--- src/ccp_compare_cfg.svh ---
// register offsets, field positions, reset values and select codes of the compare pair
`ifndef CCP_COMPARE_CFG_SVH
`define CCP_COMPARE_CFG_SVH

// register bus geometry
`define CCP_ADDR_W        4
`define CCP_DATA_W        8

// register offsets (byte registers, one per address)
`define OFS_U1_VALUE_LOW  4'h0
`define OFS_U1_VALUE_HIGH 4'h1
`define OFS_U1_CONTROL    4'h2
`define OFS_U2_VALUE_LOW  4'h3
`define OFS_U2_VALUE_HIGH 4'h4
`define OFS_U2_CONTROL    4'h5
`define OFS_TIMEBASE_SEL  4'h6
`define OFS_MATCH_STATUS  4'h7
`define OFS_MATCH_MASK    4'h8
`define OFS_PIN_STATE     4'h9

// control register layout
`define CTRL_MODE_MSB     3
`define CTRL_MODE_LSB     0
`define CTRL_DUTY_MSB     5
`define CTRL_DUTY_LSB     4
`define CTRL_WRITE_MASK   8'h3F
`define CTRL_RESET        8'h00

// status, mask and pin-state layout: one bit per unit
`define BIT_UNIT1         0
`define BIT_UNIT2         1
`define FLAGS_RESET       2'h0

// time base select field and its codes
`define TBSEL_MSB         1
`define TBSEL_LSB         0
`define TBSEL_RESET       2'h0
`define TBSEL_ALL_A       2'h0
`define TBSEL_SPLIT       2'h1

// reset values of datapath bytes
`define BYTE_RESET        8'h00
`define WORD_RESET        16'h0000
`define READ_ZERO         8'h00

`endif

--- src/ccp_compare_pkg.sv ---
// types shared by the compare pair: mode codes and state records
package ccp_compare_pkg;

	// mode select codes that the compare logic acts upon
	typedef enum logic [3:0] {
		MODE_OFF      = 4'b0000,
		MODE_TOGGLE   = 4'b0010,
		MODE_SET_HIGH = 4'b1000,
		MODE_SET_LOW  = 4'b1001,
		MODE_SOFT     = 4'b1010,
		MODE_TRIGGER  = 4'b1011
	} mode_e;

	// state of one compare channel
	typedef struct packed {
		logic pinLevel;
		logic equalPrev;
	} chan_s;

	// state of the register file
	typedef struct packed {
		logic [1:0][7:0] valueLow;
		logic [1:0][7:0] valueHigh;
		logic [1:0][7:0] control;
		logic [1:0]      timebaseSel;
		logic [1:0]      matchStatus;
		logic [1:0]      matchMask;
		logic [7:0]      readData;
	} regs_s;

endpackage : ccp_compare_pkg

--- src/ccp_compare_channel.sv ---
// one compare channel: equality detect, pin latch and trigger generation
`timescale 1ns/1ps
module ccp_compare_channel (
	input  wire logic        clk,          // system clock
	input  wire logic        resetn,       // synchronous reset, active low
	input  wire logic [3:0]  mode,         // current mode select field
	input  wire logic        modeWrite,    // control register written this cycle
	input  wire logic [3:0]  modeNew,      // mode value being written
	input  wire logic [15:0] compareValue, // 16-bit compare value
	input  wire logic [15:0] timerCount,   // selected time base count
	output logic             pinLevel,     // compare output latch
	output logic             matchPulse,   // one-cycle match event
	output logic             triggerPulse  // one-cycle special event trigger
);

	ccp_compare_pkg::chan_s stQ;
	ccp_compare_pkg::chan_s stD;
	logic                   isCompare;
	logic                   equalNow;

	// compare modes are the five codes that carry a match action
	always_comb begin
		case (mode)
			ccp_compare_pkg::MODE_TOGGLE,
			ccp_compare_pkg::MODE_SET_HIGH,
			ccp_compare_pkg::MODE_SET_LOW,
			ccp_compare_pkg::MODE_SOFT,
			ccp_compare_pkg::MODE_TRIGGER: isCompare = 1'b1;
			default:                       isCompare = 1'b0;
		endcase
	end

	// continuous 16-bit comparison, one event on the rising edge of equality
	assign equalNow     = (compareValue == timerCount);
	assign matchPulse   = isCompare && equalNow && !stQ.equalPrev;
	assign triggerPulse = matchPulse && (mode == ccp_compare_pkg::MODE_TRIGGER);

	// next state: pin action on match, initial level on mode write
	always_comb begin
		stD           = stQ;
		stD.equalPrev = equalNow;
		if (modeWrite) begin
			case (modeNew)
				ccp_compare_pkg::MODE_OFF:      stD.pinLevel = 1'b0;
				ccp_compare_pkg::MODE_SET_HIGH: stD.pinLevel = 1'b0;
				ccp_compare_pkg::MODE_SET_LOW:  stD.pinLevel = 1'b1;
				default:                        stD.pinLevel = stQ.pinLevel;
			endcase
		end else if (matchPulse) begin
			case (mode)
				ccp_compare_pkg::MODE_TOGGLE:   stD.pinLevel = !stQ.pinLevel;
				ccp_compare_pkg::MODE_SET_HIGH: stD.pinLevel = 1'b1;
				ccp_compare_pkg::MODE_SET_LOW:  stD.pinLevel = 1'b0;
				default:                        stD.pinLevel = stQ.pinLevel;
			endcase
		end
	end

	// state register
	always_ff @(posedge clk) begin
		if (!resetn) begin
			stQ.pinLevel  <= 1'b0;
			stQ.equalPrev <= 1'b0;
		end else begin
			stQ <= stD;
		end
	end

	assign pinLevel = stQ.pinLevel;

endmodule : ccp_compare_channel

--- src/ccp_compare_unit.sv ---
// compare pair: register file, time base routing, two compare channels and triggers
//
// Function
// - each unit compares its 16-bit compare value continuously against timer A or timer B.
// - on a match the unit pin goes high, goes low, toggles or stays as the mode field selects.
// - the match flag is set on the same clock edge that performs the pin action.
// - writing zero to a control register forces that unit's compare output latch low.
// - software-interrupt mode leaves the pin alone and only raises the enabled interrupt.
// - special-event mode produces an internal trigger pulse on a match.
// - unit 1's trigger resets its selected timer so its value acts as a 16-bit period for that timer.
// - each unit's trigger resets whichever timer is its selected time base.
// - unit 2's trigger also starts a conversion, but only while the converter is enabled.
// - a timer reset from unit 2's trigger must not set the timer interrupt flags.
// - mode 0010 toggles the pin on each match and sets the match flag.
// - modes 1000/1001 start the pin low/high and drive it high/low on match, 1010 interrupts, 1011 triggers.
// - the time base of each unit comes from the time base selection bits.
`timescale 1ns/1ps
`include "ccp_compare_cfg.svh"
module ccp_compare_unit (
	input  wire logic                   clk,              // system clock, 20 MHz
	input  wire logic                   resetn,           // synchronous reset, active low
	input  wire logic [`CCP_ADDR_W-1:0] regAddr,          // register address
	input  wire logic [`CCP_DATA_W-1:0] regWrData,        // register write data
	input  wire logic                   regWrite,         // write strobe
	input  wire logic                   regRead,          // read strobe
	output logic      [`CCP_DATA_W-1:0] regRdData,        // read data, cycle after strobe
	input  wire logic [15:0]            timerACount,      // timer A count, same clock
	input  wire logic [15:0]            timerBCount,      // timer B count, same clock
	input  wire logic                   adcEnabled,       // converter module enabled
	output logic                        unit1Pin,         // unit 1 compare output level
	output logic                        unit2Pin,         // unit 2 compare output level
	output logic                        unit1MatchFlag,   // unit 1 sticky match flag
	output logic                        unit2MatchFlag,   // unit 2 sticky match flag
	output logic                        timerAReset,      // clear timer A pair, pulse
	output logic                        timerBReset,      // clear timer B pair, pulse
	output logic                        timerFlagInhibit, // suppress timer flags on this reset
	output logic                        adcStart,         // start conversion, pulse
	output logic                        irq               // level interrupt
);

	ccp_compare_pkg::regs_s rQ;
	ccp_compare_pkg::regs_s rD;

	logic [1:0]        ctrlWrite;   // control register of a unit written
	logic [1:0]        useTimerB;   // unit runs on timer B
	logic [1:0]        pinLevel;    // channel output latches
	logic [1:0]        matchPulse;  // channel match events
	logic [1:0]        trigPulse;   // channel special event triggers
	logic [1:0][15:0]  unitValue;   // assembled compare values
	logic [1:0][15:0]  unitCount;   // routed time base counts

	// address decode of one unit's byte registers
	function automatic logic isUnitReg(
		input logic [`CCP_ADDR_W-1:0] addr,
		input logic [`CCP_ADDR_W-1:0] ofsUnit1,
		input logic [`CCP_ADDR_W-1:0] ofsUnit2,
		input int                     unit
	);
		logic hit;
		hit = 1'b0;
		if (unit == 0) begin
			hit = (addr == ofsUnit1);
		end else begin
			hit = (addr == ofsUnit2);
		end
		return hit;
	endfunction : isUnitReg

	// time base selection: all on A, unit 1 on A and unit 2 on B, or all on B
	function automatic logic selectsTimerB(
		input logic [1:0] sel,
		input int         unit
	);
		logic useB;
		useB = 1'b0;
		if (sel == `TBSEL_ALL_A) begin
			useB = 1'b0;
		end else if (sel == `TBSEL_SPLIT) begin
			useB = (unit == 1);
		end else begin
			useB = 1'b1;
		end
		return useB;
	endfunction : selectsTimerB

	// per-unit datapath and channel instance
	generate
		for (genvar u = 0; u < 2; u++) begin : g_unit
			assign ctrlWrite[u] = regWrite &&
				isUnitReg(regAddr, `OFS_U1_CONTROL, `OFS_U2_CONTROL, u);
			assign useTimerB[u] = selectsTimerB(rQ.timebaseSel, u);
			assign unitValue[u] = {rQ.valueHigh[u], rQ.valueLow[u]};
			assign unitCount[u] = useTimerB[u] ? timerBCount : timerACount;

			ccp_compare_channel u_chan (
				.clk          (clk),
				.resetn       (resetn),
				.mode         (rQ.control[u][`CTRL_MODE_MSB:`CTRL_MODE_LSB]),
				.modeWrite    (ctrlWrite[u]),
				.modeNew      (regWrData[`CTRL_MODE_MSB:`CTRL_MODE_LSB]),
				.compareValue (unitValue[u]),
				.timerCount   (unitCount[u]),
				.pinLevel     (pinLevel[u]),
				.matchPulse   (matchPulse[u]),
				.triggerPulse (trigPulse[u])
			);
		end
	endgenerate

	// register file next state: writes, sticky flags with set winning over clear, read data
	always_comb begin
		rD          = rQ;
		rD.readData = rQ.readData;
		for (int u = 0; u < 2; u++) begin
			if (regWrite && isUnitReg(regAddr, `OFS_U1_VALUE_LOW, `OFS_U2_VALUE_LOW, u)) begin
				rD.valueLow[u] = regWrData;
			end
			if (regWrite && isUnitReg(regAddr, `OFS_U1_VALUE_HIGH, `OFS_U2_VALUE_HIGH, u)) begin
				rD.valueHigh[u] = regWrData;
			end
			if (ctrlWrite[u]) begin
				rD.control[u] = regWrData & `CTRL_WRITE_MASK; // bits 7:6 stay zero
			end
		end
		if (regWrite && (regAddr == `OFS_TIMEBASE_SEL)) begin
			rD.timebaseSel = regWrData[`TBSEL_MSB:`TBSEL_LSB];
		end
		if (regWrite && (regAddr == `OFS_MATCH_MASK)) begin
			rD.matchMask = regWrData[`BIT_UNIT2:`BIT_UNIT1];
		end
		// write one to clear, then a match in the same cycle sets again
		if (regWrite && (regAddr == `OFS_MATCH_STATUS)) begin
			rD.matchStatus = rQ.matchStatus & ~regWrData[`BIT_UNIT2:`BIT_UNIT1];
		end
		rD.matchStatus = rD.matchStatus | matchPulse;
		// read data is captured on the strobe and shown in the next cycle only
		if (regRead) begin
			if (regAddr == `OFS_U1_VALUE_LOW) begin
				rD.readData = rQ.valueLow[`BIT_UNIT1];
			end else if (regAddr == `OFS_U1_VALUE_HIGH) begin
				rD.readData = rQ.valueHigh[`BIT_UNIT1];
			end else if (regAddr == `OFS_U1_CONTROL) begin
				rD.readData = rQ.control[`BIT_UNIT1];
			end else if (regAddr == `OFS_U2_VALUE_LOW) begin
				rD.readData = rQ.valueLow[`BIT_UNIT2];
			end else if (regAddr == `OFS_U2_VALUE_HIGH) begin
				rD.readData = rQ.valueHigh[`BIT_UNIT2];
			end else if (regAddr == `OFS_U2_CONTROL) begin
				rD.readData = rQ.control[`BIT_UNIT2];
			end else if (regAddr == `OFS_TIMEBASE_SEL) begin
				rD.readData = {6'h00, rQ.timebaseSel};
			end else if (regAddr == `OFS_MATCH_STATUS) begin
				rD.readData = {6'h00, rQ.matchStatus};
			end else if (regAddr == `OFS_MATCH_MASK) begin
				rD.readData = {6'h00, rQ.matchMask};
			end else if (regAddr == `OFS_PIN_STATE) begin
				rD.readData = {6'h00, pinLevel};
			end else begin
				rD.readData = `READ_ZERO;
			end
		end else begin
			rD.readData = `READ_ZERO;
		end
	end

	// register file state
	always_ff @(posedge clk) begin
		if (!resetn) begin
			for (int u = 0; u < 2; u++) begin
				rQ.valueLow[u]  <= `BYTE_RESET;
				rQ.valueHigh[u] <= `BYTE_RESET;
				rQ.control[u]   <= `CTRL_RESET;
			end
			rQ.timebaseSel <= `TBSEL_RESET;
			rQ.matchStatus <= `FLAGS_RESET;
			rQ.matchMask   <= `FLAGS_RESET;
			rQ.readData    <= `READ_ZERO;
		end else begin
			rQ <= rD;
		end
	end

	// triggers reset the selected time base of the unit that fired
	assign timerAReset = (trigPulse[`BIT_UNIT1] && !useTimerB[`BIT_UNIT1]) ||
	                     (trigPulse[`BIT_UNIT2] && !useTimerB[`BIT_UNIT2]);
	assign timerBReset = (trigPulse[`BIT_UNIT1] && useTimerB[`BIT_UNIT1]) ||
	                     (trigPulse[`BIT_UNIT2] && useTimerB[`BIT_UNIT2]);
	assign timerFlagInhibit = trigPulse[`BIT_UNIT2];
	assign adcStart         = trigPulse[`BIT_UNIT2] && adcEnabled;

	// outputs: pins and flags straight from flops, interrupt gated by the mask
	assign unit1Pin       = pinLevel[`BIT_UNIT1];
	assign unit2Pin       = pinLevel[`BIT_UNIT2];
	assign unit1MatchFlag = rQ.matchStatus[`BIT_UNIT1];
	assign unit2MatchFlag = rQ.matchStatus[`BIT_UNIT2];
	assign irq            = |(rQ.matchStatus & rQ.matchMask);
	assign regRdData      = rQ.readData;

endmodule : ccp_compare_unit

--- config.mk ---
export PLATFORM = sky130hd
export DESIGN_NAME = ccp_compare_unit
export DESIGN_NICKNAME = d
export VERILOG_FILES = /design/src/ccp_compare_pkg.sv /design/src/ccp_compare_channel.sv /design/src/ccp_compare_unit.sv
export VERILOG_INCLUDE_DIRS = /design/src /design/src/src
export SDC_FILE = /design/constraint.sdc
export NUM_CORES = 1
export LEC_CHECK = 0
export ABC_AREA = 1
export BUFFER_PORTS_ARGS = -buffer_cell sky130_fd_sc_hd__clkbuf_2
export CAP_MARGIN = 15
export CORE_ASPECT_RATIO = 0.5
export CORE_MARGIN = 5
export CORE_UTILIZATION = 50
export CTS_CLUSTER_DIAMETER = 80
export DETAILED_ROUTE_END_ITERATION = 10
export GPL_TIMING_DRIVEN = 0
export PLACE_DENSITY = 0.85
export SETUP_SLACK_MARGIN = 0.1
export SYNTH_ARGS = -nofsm -noshare
export SYNTH_HDL_FRONTEND = slang
export SYNTH_SLANG_ARGS = --single-unit
--- constraint.sdc ---
create_clock -name clk -period 1.85 [get_ports clk]
set_input_delay 0.4625 -clock clk [delete_from_list [all_inputs] [get_ports clk]]
set_output_delay 0.4625 -clock clk [all_outputs]
set_load 0.05 [all_outputs]
==> metrics.txt, run 1 <==
# TYPE chip_impl_metric gauge
chip_impl_metric{name="seq_area_frac_synth",unit="%"} 31.7
chip_impl_metric{name="synth_fp_nets",unit=""} 690
chip_impl_metric{name="fp-row-count",unit=""} 22
chip_impl_metric{name="postSynth.asyncResetShare",unit="%"} 0
chip_impl_metric{name="worst-endpoint-arrival",unit="ns"} 2.48
chip_impl_metric{name="p_sw_share",unit="%"} 26.6
chip_impl_metric{name="fin_ws",unit="ns"} -1.09
chip_impl_metric{name="fillCellCount",unit=""} 605
chip_impl_metric{name="finalHoldViolCount",unit=""} 0
chip_impl_info{name="tritoncts",value="built"} 1
chip_impl_metric{name="worstPathRequired",unit="ns"} 1.39
chip_impl_metric{name="timing.max_cap.violations",unit=""} 0
chip_impl_metric{name="drc_errors",unit=""} 0
chip_impl_metric{name="die-width",unit="um"} 135
chip_impl_metric{name="via_count",unit=""} 4942
chip_impl_metric{name="clock_path_buffers",unit=""} 2
chip_impl_metric{name="wirelength",unit="mm"} 15.5
chip_impl_metric{name="whs",unit="ns"} 0.456
chip_impl_metric{name="chipHeight",unit="um"} 72.6
chip_impl_metric{name="clock_latency_late_sink",unit="ns"} 0.34
chip_impl_metric{name="initial_core_util",unit="%"} 52.3
chip_impl_info{name="unrepaired_setup_endpoints_after_global_routing",value="yes"} 1
chip_impl_metric{name="clkSlewWorstSetupHoldPaths",unit="ns"} 0.05
chip_impl_metric{name="timing.final.crit_share",unit="%"} 159
chip_impl_info{name="synth_top_area_cell",value="sky130_fd_sc_hd__dfxtp_1"} 1
chip_impl_metric{name="timing.fmax",unit="MHz"} 340
chip_impl_metric{name="grt_pass1_wl",unit="mm"} 22.4
chip_impl_metric{name="total_leakage_power",unit="nW"} 2.44
chip_impl_metric{name="drt-pass1-iter-count",unit=""} 5
chip_impl_metric{name="final_antenna_net_count",unit=""} 0
chip_impl_metric{name="mappedNetlistArea",unit="um^2"} 3920
chip_impl_metric{name="power_frac_comb",unit="%"} 15.8
chip_impl_info{name="yosys_most_used_dff",value="sky130_fd_sc_hd__dfxtp_1"} 1
chip_impl_metric{name="postSynthCellCount",unit=""} 641
chip_impl_metric{name="share_clk_of_total_power",unit="%"} 48.9
chip_impl_info{name="outcome",value="finished with violations"} 1
chip_impl_metric{name="cts_sinks",unit=""} 62
chip_impl_metric{name="hold_fix_buffers_at_cts",unit=""} 0
chip_impl_info{name="path_class",value="reg -> out"} 1
chip_impl_metric{name="antenna_cells",unit=""} 0
chip_impl_metric{name="vdd.ir_drop.worst",unit="uV"} 450
chip_impl_metric{name="core_ar",unit="um^2"} 7490
chip_impl_metric{name="synth_warnings",unit=""} 0
chip_impl_info{name="clock-root-buffer",value="sky130_fd_sc_hd__clkbuf_16"} 1
chip_impl_metric{name="synth.ff_latch_count",unit=""} 62
chip_impl_metric{name="power_per_cell_area",unit="nW/um^2"} 714
chip_impl_metric{name="period_minus_slack",unit="ns"} 2.94
chip_impl_metric{name="timing.critical_path.fanout_max",unit=""} 6
chip_impl_metric{name="net-switching-power",unit="W"} 0.00104
chip_impl_info{name="crit_path_start_kind",value="flop"} 1
chip_impl_info{name="failing_checks",value="setup timing"} 1
chip_impl_metric{name="die-area",unit="um^2"} 9810
chip_impl_metric{name="io_buffer_count",unit=""} 65
chip_impl_metric{name="timing_worst_slew_pin_value",unit="ns"} 0.717
chip_impl_metric{name="post_route_cells_drive_above_1_share",unit="%"} 31.9
chip_impl_metric{name="largest_net_degree_at_the_start_of_global_routing",unit=""} 11
chip_impl_metric{name="synth_largest_type_area_fraction",unit="%"} 31.7
chip_impl_metric{name="detailed_placement_wirelength_estimate",unit="mm"} 10.5
chip_impl_metric{name="grt_use_total",unit="%"} 30.1
chip_impl_metric{name="intPower",unit="W"} 0.00287
chip_impl_info{name="yosys-top-cells-area",value="sky130_fd_sc_hd__dfxtp_1 32%, sky130_fd_sc_hd__nand2_1 17%, sky130_fd_sc_hd__a21oi_1 9.1%"} 1
chip_impl_metric{name="regArea",unit="um^2"} 1240
chip_impl_metric{name="htree_num_levels",unit=""} 3
chip_impl_metric{name="setup_total_negative_slack",unit="ns"} -5.14
chip_impl_metric{name="global_route.overflow_total",unit=""} 0
chip_impl_metric{name="final_nets",unit=""} 790
chip_impl_metric{name="gp_routability_congestion",unit=""} 1.03
chip_impl_metric{name="layout_stage_area_growth_over_the_synthesis_result",unit="%"} 39.6
chip_impl_metric{name="synth_cell_types",unit=""} 34
chip_impl_metric{name="fin_skew",unit="ns"} 0.00492
chip_impl_metric{name="setup_viol_count_final",unit=""} 7
chip_impl_metric{name="drtIter0Drc",unit=""} 719
chip_impl_metric{name="initial_antenna_violation_count",unit=""} 0
chip_impl_metric{name="synth_area_per_cell",unit="um^2"} 6.11
chip_impl_metric{name="slew_headroom",unit="%"} 52.2
chip_impl_metric{name="wire_per_inst",unit="um"} 18.1
chip_impl_metric{name="multiInputGateArea",unit="um^2"} 2500
chip_impl_metric{name="number_of_enable_flip_flop_cells_after_synthesis",unit=""} 0
chip_impl_metric{name="cts_buffers",unit=""} 9
chip_impl_info{name="critPathCaptureType",value="output pin"} 1
chip_impl_metric{name="via_count_of_the_first_global_routing_pass",unit=""} 4391
chip_impl_metric{name="slew_viol_final",unit=""} 0
chip_impl_info{name="timing.hold.worst.class",value="reg -> reg"} 1
chip_impl_metric{name="power.sequential.fraction",unit="%"} 35.3
chip_impl_metric{name="top_level_ports",unit=""} 66
chip_impl_metric{name="post_drt_via_cell_ratio",unit=""} 5.79
## routing by layer
| metal | up-vias | share of wire (%) | track usage (%) |
|---|---|---|---|
| met3 | 58 | 13 | 8.20 |
| met1 | 2283 | 41 | 41.8 |
| li1 | 2273 | - | - |
| met5 | - | 0 | 0 |
| met2 | 328 | 42 | 45.0 |
| met4 | 0 | 3.4 | 10.9 |
## timing repair
| item | in CTS | in global routing |
|---|---|---|
| gates resized for setup | 57 | 97 |
| gates cloned | 3 | 0 |
| pin swaps | 11 | 36 |
| buffers inserted | 16 | 6 |
| setup endpoints to repair | 26 | 30 |
## power groups by stage
stage	registers (W)	clock network, W	logic [W]
after global routing	0.00138	0.00197	0.000656
after global placement	0.00140	0	0.000443
after floorplan	0.00140	0	0.000275
after CTS	0.00138	0.00190	0.000520
after detailed placement	0.00140	0	0.000451
final	0.00138	0.00191	0.000615
## state kept, by name (all words and copies together), names as in the netlist
| name | cells |
|---|---|
| unit1MatchFlag | 1 |
| unit2MatchFlag | 1 |
| regRdData | 8 |
| g_unit.u_chan.stQ | 2 |
| rQ | 48 |
| g_unit.u_chan.pinLevel | 2 |
## worst max-delay path: stages (launching register included)
cell and delay (ns):
sky130_fd_sc_hd__dfxtp_2 0.34, sky130_fd_sc_hd__buf_12 0.15, sky130_fd_sc_hd__nor2_4 0.05, sky130_fd_sc_hd__buf_12 0.15, sky130_fd_sc_hd__buf_8 0.13, sky130_fd_sc_hd__nand2_2 0.08, sky130_fd_sc_hd__nand2_2 0.06, sky130_fd_sc_hd__nand2_2 0.09
sky130_fd_sc_hd__nand4_1 0.14, sky130_fd_sc_hd__nor2_4 0.18, sky130_fd_sc_hd__nand2_4 0.09, sky130_fd_sc_hd__nor2_4 0.13, sky130_fd_sc_hd__nand4_1 0.18, sky130_fd_sc_hd__a21oi_4 0.21, sky130_fd_sc_hd__buf_8 0.16
## placed cells by master (no fill, tap or decap), types with 2 or more instances in the layout
| cell type | n |
|---|---|
| sky130_fd_sc_hd__nand2_1 | 135 |
| sky130_fd_sc_hd__inv_1 | 89 |
| sky130_fd_sc_hd__a21oi_1 | 68 |
| sky130_fd_sc_hd__clkbuf_2 | 63 |
| sky130_fd_sc_hd__dfxtp_1 | 61 |
| sky130_fd_sc_hd__o21ai_0 | 57 |
| sky130_fd_sc_hd__nand2_2 | 44 |
| sky130_fd_sc_hd__nand3_1 | 30 |
| sky130_fd_sc_hd__buf_4 | 25 |
| sky130_fd_sc_hd__nor2_1 | 17 |
| sky130_fd_sc_hd__nor2_2 | 13 |
| sky130_fd_sc_hd__nand3_2 | 10 |
| sky130_fd_sc_hd__nand4_1 | 10 |
| sky130_fd_sc_hd__inv_2 | 9 |
| sky130_fd_sc_hd__nor2_4 | 9 |
| sky130_fd_sc_hd__clkbuf_1 | 9 |
| sky130_fd_sc_hd__clkbuf_16 | 9 |
| sky130_fd_sc_hd__buf_12 | 7 |
| sky130_fd_sc_hd__nand2_4 | 7 |
| sky130_fd_sc_hd__o211ai_1 | 6 |
| sky130_fd_sc_hd__o21ai_1 | 6 |
| sky130_fd_sc_hd__o22ai_1 | 6 |
| sky130_fd_sc_hd__buf_6 | 5 |
| sky130_fd_sc_hd__buf_8 | 5 |
| sky130_fd_sc_hd__clkbuf_8 | 5 |
| sky130_fd_sc_hd__o21ai_2 | 4 |
| sky130_fd_sc_hd__nor3_1 | 4 |
| sky130_fd_sc_hd__o21ai_4 | 4 |
| sky130_fd_sc_hd__xor2_1 | 3 |
| sky130_fd_sc_hd__xor2_2 | 2 |
| sky130_fd_sc_hd__a21oi_4 | 2 |
| sky130_fd_sc_hd__nor3_4 | 2 |
| sky130_fd_sc_hd__a21oi_2 | 2 |
| sky130_fd_sc_hd__o2111ai_1 | 2 |
| sky130_fd_sc_hd__nor3_2 | 2 |
| sky130_fd_sc_hd__bufinv_16 | 2 |
## metrics by stage
stage	worst slack [ns]	utilization, %	cells	cell area (um^2)	power, W
3_5_place_dp	-0.902	58.9	814	4410	0.00185
4_1_cts	-1.01	68.1	849	5100	0.00379
2_1_floorplan	-0.373	-	641	3950	0.00168
6_report	-1.09	73.0	854	5470	0.00390
5_1_grt	-1.18	73.0	854	5470	0.00400
3_3_place_gp	-0.913	58.9	814	4410	0.00185
## cell type report
class,instances,area share [%]
Tap cell,108,2.47
Clock inverter,3,1.19
Multi-Input combinational cell,450,45.7
Timing Repair Buffer,90,11.5
Buffer,28,4.49
Clock buffer,13,4.94
Sequential cell,62,22.7
Inverter,100,7.05
## cells in the mapped netlist (4+ instances only)
library cell               number
sky130_fd_sc_hd__nor3_1         6
sky130_fd_sc_hd__nand4_1       10
sky130_fd_sc_hd__inv_2          6
sky130_fd_sc_hd__dfxtp_1       62
sky130_fd_sc_hd__nor2_1        35
sky130_fd_sc_hd__o21ai_1        4
sky130_fd_sc_hd__clkbuf_1      11
sky130_fd_sc_hd__buf_6          5
sky130_fd_sc_hd__inv_1         92
sky130_fd_sc_hd__o211ai_1       6
sky130_fd_sc_hd__a21oi_1       71
sky130_fd_sc_hd__o22ai_1        6
sky130_fd_sc_hd__nand2_2        4
sky130_fd_sc_hd__nand3_1       39
sky130_fd_sc_hd__o21ai_0       66
sky130_fd_sc_hd__xor2_1         5
sky130_fd_sc_hd__nand2_1      182
sky130_fd_sc_hd__buf_4         10
## kinds of logic (layout without fill, tap and decap cells)
group,after synthesis,count (layout),share of synthesized area (%)
AND/OR/NAND/NOR,284,284,30.9
AO/OA/AOI/OAI,161,161,21.8
buffers and inverters,129,234,14.4
flip-flops,62,62,31.7
XOR/XNOR,5,5,1.12
## worst paths after layout
kind	startpoint	end	slack, ns	cells past startpoint
hold / removal	rQ[26]$_SDFFE_PN0P_	rQ[26]$_SDFFE_PN0P_	0.46	2
setup reg to reg	rQ[13]$_SDFFE_PN0P_	g_unit[1].u_chan.pinLevel$_SDFFE_PN0P_	-0.94	21
setup / recovery	rQ[13]$_SDFFE_PN0P_	timerAReset	-1.09	14
hold reg to reg	rQ[26]$_SDFFE_PN0P_	rQ[26]$_SDFFE_PN0P_	0.46	2
Note: power is estimated with default switching activity, not from simulation.
==> run 2: changes to the inputs <==
--- a/config.mk
+++ b/config.mk
@@ -6,7 +6,7 @@
 export SDC_FILE = /design/constraint.sdc
 export NUM_CORES = 1
 export LEC_CHECK = 0
-export ABC_AREA = 1
+export ABC_AREA = 0
 export BUFFER_PORTS_ARGS = -buffer_cell sky130_fd_sc_hd__clkbuf_2
 export CAP_MARGIN = 15
 export CORE_ASPECT_RATIO = 0.5
==> constraint.sdc (replaced) <==
create_clock -name clk -period 1.85 [get_ports clk]
set_input_delay 0.4625 -clock clk [delete_from_list [all_inputs] [get_ports clk]]
set_output_delay 0.4625 -clock clk [all_outputs]
set_load 0.1 [all_outputs]
==> run 2 against run 1 <==
  * The run still ends with setup timing left
  * Critical path type unchanged
  * Wire length shrank 13%
  * Clock power down 5%
  * Synthesized cell count down 29%
  * Register-to-register slack better by 0.36 ns
  * Global-route usage fell by 2.7 points
  * Largest power group unchanged
  * Flip-flop and latch count unchanged
  * Via count fell by 17%
  * Sequential share of layout area rose by 1.8 points
  * Cell count decreased by 24%
  * Maximum frequency fell by 5.9%
==> metrics.txt, run 2 <==
# TYPE chip_impl_metric gauge
chip_impl_metric{name="io_buffer_count",unit=""} 63
chip_impl_metric{name="timing_worst_slew_pin_value",unit="ns"} 0.751
chip_impl_metric{name="largest_net_degree_at_the_start_of_global_routing",unit=""} 12
chip_impl_metric{name="final_nets",unit=""} 594
chip_impl_metric{name="fillCellCount",unit=""} 504
chip_impl_metric{name="layout_stage_area_growth_over_the_synthesis_result",unit="%"} 35.7
chip_impl_info{name="largest-register",value="rQ"} 1
chip_impl_metric{name="timing.max_cap.violations",unit=""} 0
chip_impl_metric{name="cts_sinks",unit=""} 62
chip_impl_metric{name="synth_warnings",unit=""} 0
chip_impl_metric{name="postSynthCellCount",unit=""} 458
chip_impl_metric{name="total_leakage_power",unit="nW"} 1.97
chip_impl_info{name="outcome",value="finished with violations"} 1
chip_impl_metric{name="synth.ff_latch_count",unit=""} 62
chip_impl_metric{name="power_per_cell_area",unit="nW/um^2"} 719
chip_impl_metric{name="synth_largest_type_area_fraction",unit="%"} 33.2
chip_impl_info{name="critPathCaptureType",value="output pin"} 1
chip_impl_metric{name="seq_area_frac_synth",unit="%"} 33.2
chip_impl_info{name="crit_path_start_kind",value="flop"} 1
chip_impl_metric{name="grt_use_total",unit="%"} 27.4
chip_impl_metric{name="drt-pass1-iter-count",unit=""} 7
chip_impl_metric{name="fin_ws",unit="ns"} -1.28
chip_impl_metric{name="vdd.ir_drop.worst",unit="uV"} 485
chip_impl_metric{name="drtIter0Drc",unit=""} 714
chip_impl_metric{name="wirelength",unit="mm"} 13.4
chip_impl_info{name="yosys_most_used_dff",value="sky130_fd_sc_hd__dfxtp_1"} 1
chip_impl_info{name="yosys-top-cells-area",value="sky130_fd_sc_hd__dfxtp_1 33%, sky130_fd_sc_hd__mux2i_1 15%, sky130_fd_sc_hd__nor2_1 6.2%"} 1
chip_impl_metric{name="finalHoldViolCount",unit=""} 0
chip_impl_info{name="most_common_library_cell_in_the_layout_ignoring_fill_and_taps",value="sky130_fd_sc_hd__clkbuf_2"} 1
chip_impl_metric{name="wire_per_inst",unit="um"} 20.8
chip_impl_info{name="final_cell_mix",value="65 x sky130_fd_sc_hd__clkbuf_2, 58 x sky130_fd_sc_hd__dfxtp_1, 57 x sky130_fd_sc_hd__nor2_1"} 1
chip_impl_metric{name="synth_area_per_cell",unit="um^2"} 8.17
chip_impl_metric{name="synth_cell_types",unit=""} 53
chip_impl_metric{name="clkSlewWorstSetupHoldPaths",unit="ns"} 0.05
chip_impl_metric{name="die-width",unit="um"} 132
chip_impl_metric{name="postSynth.asyncResetShare",unit="%"} 0
chip_impl_metric{name="die-area",unit="um^2"} 9420
chip_impl_metric{name="whs",unit="ns"} 0.430
chip_impl_metric{name="setup_total_negative_slack",unit="ns"} -7.14
chip_impl_info{name="path_class",value="reg -> out"} 1
chip_impl_metric{name="chipHeight",unit="um"} 71.2
chip_impl_metric{name="period_minus_slack",unit="ns"} 3.13
chip_impl_info{name="synth_top_area_cell",value="sky130_fd_sc_hd__dfxtp_1"} 1
chip_impl_metric{name="power.sequential.fraction",unit="%"} 37.6
chip_impl_metric{name="antenna_cells",unit=""} 0
chip_impl_metric{name="timing.final.crit_share",unit="%"} 169
chip_impl_metric{name="via_count_of_the_first_global_routing_pass",unit=""} 3903
chip_impl_metric{name="number_of_enable_flip_flop_cells_after_synthesis",unit=""} 0
chip_impl_metric{name="initial_core_util",unit="%"} 51.3
chip_impl_metric{name="fin_skew",unit="ns"} 0.00476
chip_impl_metric{name="grt_pass1_wl",unit="mm"} 20.6
chip_impl_metric{name="net-switching-power",unit="W"} 0.000914
chip_impl_info{name="timing.hold.worst.class",value="in -> reg"} 1
chip_impl_metric{name="htree_num_levels",unit=""} 3
chip_impl_info{name="failing_checks",value="setup timing"} 1
chip_impl_metric{name="initial_antenna_violation_count",unit=""} 0
chip_impl_info{name="yosys-top-cells-count",value="62 x sky130_fd_sc_hd__dfxtp_1, 62 x sky130_fd_sc_hd__nor2_1, 55 x sky130_fd_sc_hd__mux2i_1"} 1
chip_impl_metric{name="slew_headroom",unit="%"} 49.4
chip_impl_metric{name="largest_reg_flops",unit=""} 48
chip_impl_metric{name="final_antenna_net_count",unit=""} 0
chip_impl_metric{name="clock_path_buffers",unit=""} 2
chip_impl_metric{name="intPower",unit="W"} 0.00274
chip_impl_info{name="clock-root-buffer",value="sky130_fd_sc_hd__clkbuf_16"} 1
chip_impl_metric{name="post_drt_via_cell_ratio",unit=""} 6.37
chip_impl_metric{name="clock_latency_late_sink",unit="ns"} 0.33
chip_impl_metric{name="cts_buffers",unit=""} 9
chip_impl_metric{name="worstPathRequired",unit="ns"} 1.39
chip_impl_metric{name="share_clk_of_total_power",unit="%"} 49.6
chip_impl_metric{name="global_route.overflow_total",unit=""} 0
chip_impl_metric{name="timing.fmax",unit="MHz"} 320
chip_impl_metric{name="fp-row-count",unit=""} 22
chip_impl_metric{name="setup_viol_count_final",unit=""} 11
chip_impl_metric{name="gp_routability_congestion",unit=""} 0.997
chip_impl_metric{name="slew_viol_final",unit=""} 0
chip_impl_metric{name="top_level_ports",unit=""} 66
chip_impl_metric{name="post_route_cells_drive_above_1_share",unit="%"} 30.4
chip_impl_metric{name="p_sw_share",unit="%"} 25.0
chip_impl_metric{name="synth_fp_nets",unit=""} 507
chip_impl_metric{name="power_frac_comb",unit="%"} 12.8
chip_impl_metric{name="worst-endpoint-arrival",unit="ns"} 2.66
chip_impl_metric{name="drc_errors",unit=""} 0
chip_impl_info{name="unrepaired_setup_endpoints_after_global_routing",value="yes"} 1
chip_impl_metric{name="hold_fix_buffers_at_cts",unit=""} 0
chip_impl_metric{name="core_ar",unit="um^2"} 7290
chip_impl_metric{name="mappedNetlistArea",unit="um^2"} 3740
chip_impl_metric{name="timing.critical_path.fanout_max",unit=""} 5
chip_impl_metric{name="via_count",unit=""} 4114
chip_impl_metric{name="detailed_placement_wirelength_estimate",unit="mm"} 8.95
chip_impl_info{name="tritoncts",value="built"} 1
[run 2: cell types whose count changed after synthesis, sizes merged, moves of 10 or more]
cell,change
a21oi,-40
o21ai,-62
nand2,-149
xnor2,+19
mux2i,+55
inv,-79
nor2b,+10
nand3,-18
nor2,+23
a221oi,+17
[run 2: final cells by class]
class,instances,area [um^2],share of cell area (%)
tap,96,120,2.36
buffer,31,233,4.58
inverter,21,78.8,1.55
clock buffer,10,239,4.70
multi-input combinational,344,2580,50.7
sequential,62,1250,24.5
clock inverter,6,85.1,1.67
timing repair buffer,76,502,9.88
[run 2: path summary, 6_finish.rpt]
path	start	to	slack, ns	cells past startpoint
worst max-delay path	rQ[42]$_SDFFE_PN0P_	timerAReset	-1.28	8
worst max register to register	rQ[42]$_SDFFE_PN0P_	g_unit[1].u_chan.pinLevel$_SDFFE_PN0P_	-0.58	9
worst min register to register	rQ[48]$_SDFFE_PN0P_	rQ[48]$_SDFFE_PN0P_	0.49	2
worst min-delay path	regWrData[6]	rQ[36]$_SDFFE_PN0P_	0.43	3
[run 2: logic make-up (layout without fill, tap and decap cells)]
logic type | after synthesis | count (layout) | share of synthesized area, %
DFF | 62 | 62 | 33.2
and+or+nand+nor | 171 | 171 | 22.4
muxes | 58 | 58 | 15.6
xor gates and xnor gates | 24 | 24 | 5.61
buffers and inverters | 52 | 144 | 6.75
AOI/OAI and AO/OA | 91 | 91 | 16.5
[run 2: critical path: stages (launching register included)]
cell and delay, ns:
sky130_fd_sc_hd__dfxtp_1 0.46, sky130_fd_sc_hd__xnor2_1 0.19, sky130_fd_sc_hd__o2111ai_2 0.14, sky130_fd_sc_hd__or4_1 0.44, sky130_fd_sc_hd__a21oi_2 0.20, sky130_fd_sc_hd__nand4_4 0.21
sky130_fd_sc_hd__nor4b_4 0.32, sky130_fd_sc_hd__o21ba_4 0.17, sky130_fd_sc_hd__clkbuf_16 0.19
[run 2: metrics by stage]
step / cell area [um^2] / util [%] / instances / setup slack (ns) / total power [W]
detailed placement: 4240 / 58.2 / 617 / -1.47 / 0.00178
finish: 5080 / 69.6 / 646 / -1.28 / 0.00365
global route: 5080 / 69.6 / 646 / -1.36 / 0.00376
global placement: 4240 / 58.2 / 617 / -1.45 / 0.00177
floorplan: 3810 / - / 458 / -1.66 / 0.00163
CTS: 4760 / 65.3 / 641 / -1.24 / 0.00359
[run 2: timing repair]
action | CTS | global route
resized for setup | 32 | 56
pin swaps | 5 | 14
cloned | 1 | 1
setup buffers | 7 | 5
endpoints found under the setup margin | 43 | 41
[run 2: power groups by stage]
stage	Combinational [W]	Sequential [W]	Clock, W
floorplan	0.000237	0.00139	0
global placement	0.000375	0.00140	0
detailed placement	0.000380	0.00140	0
CTS	0.000404	0.00137	0.00181
global route	0.000495	0.00137	0.00189
finish	0.000467	0.00137	0.00181
[run 2: per-layer routing]
metal / track usage (%) / part of all wire [%] / vias to the layer above
met1: 36.1 / 39 / 1897
met4: 11.1 / 4.9 / 0
met2: 41.4 / 43 / 331
li1: - / - / 1803
met3: 9.38 / 13 / 83
met5: 0 / 0 / -
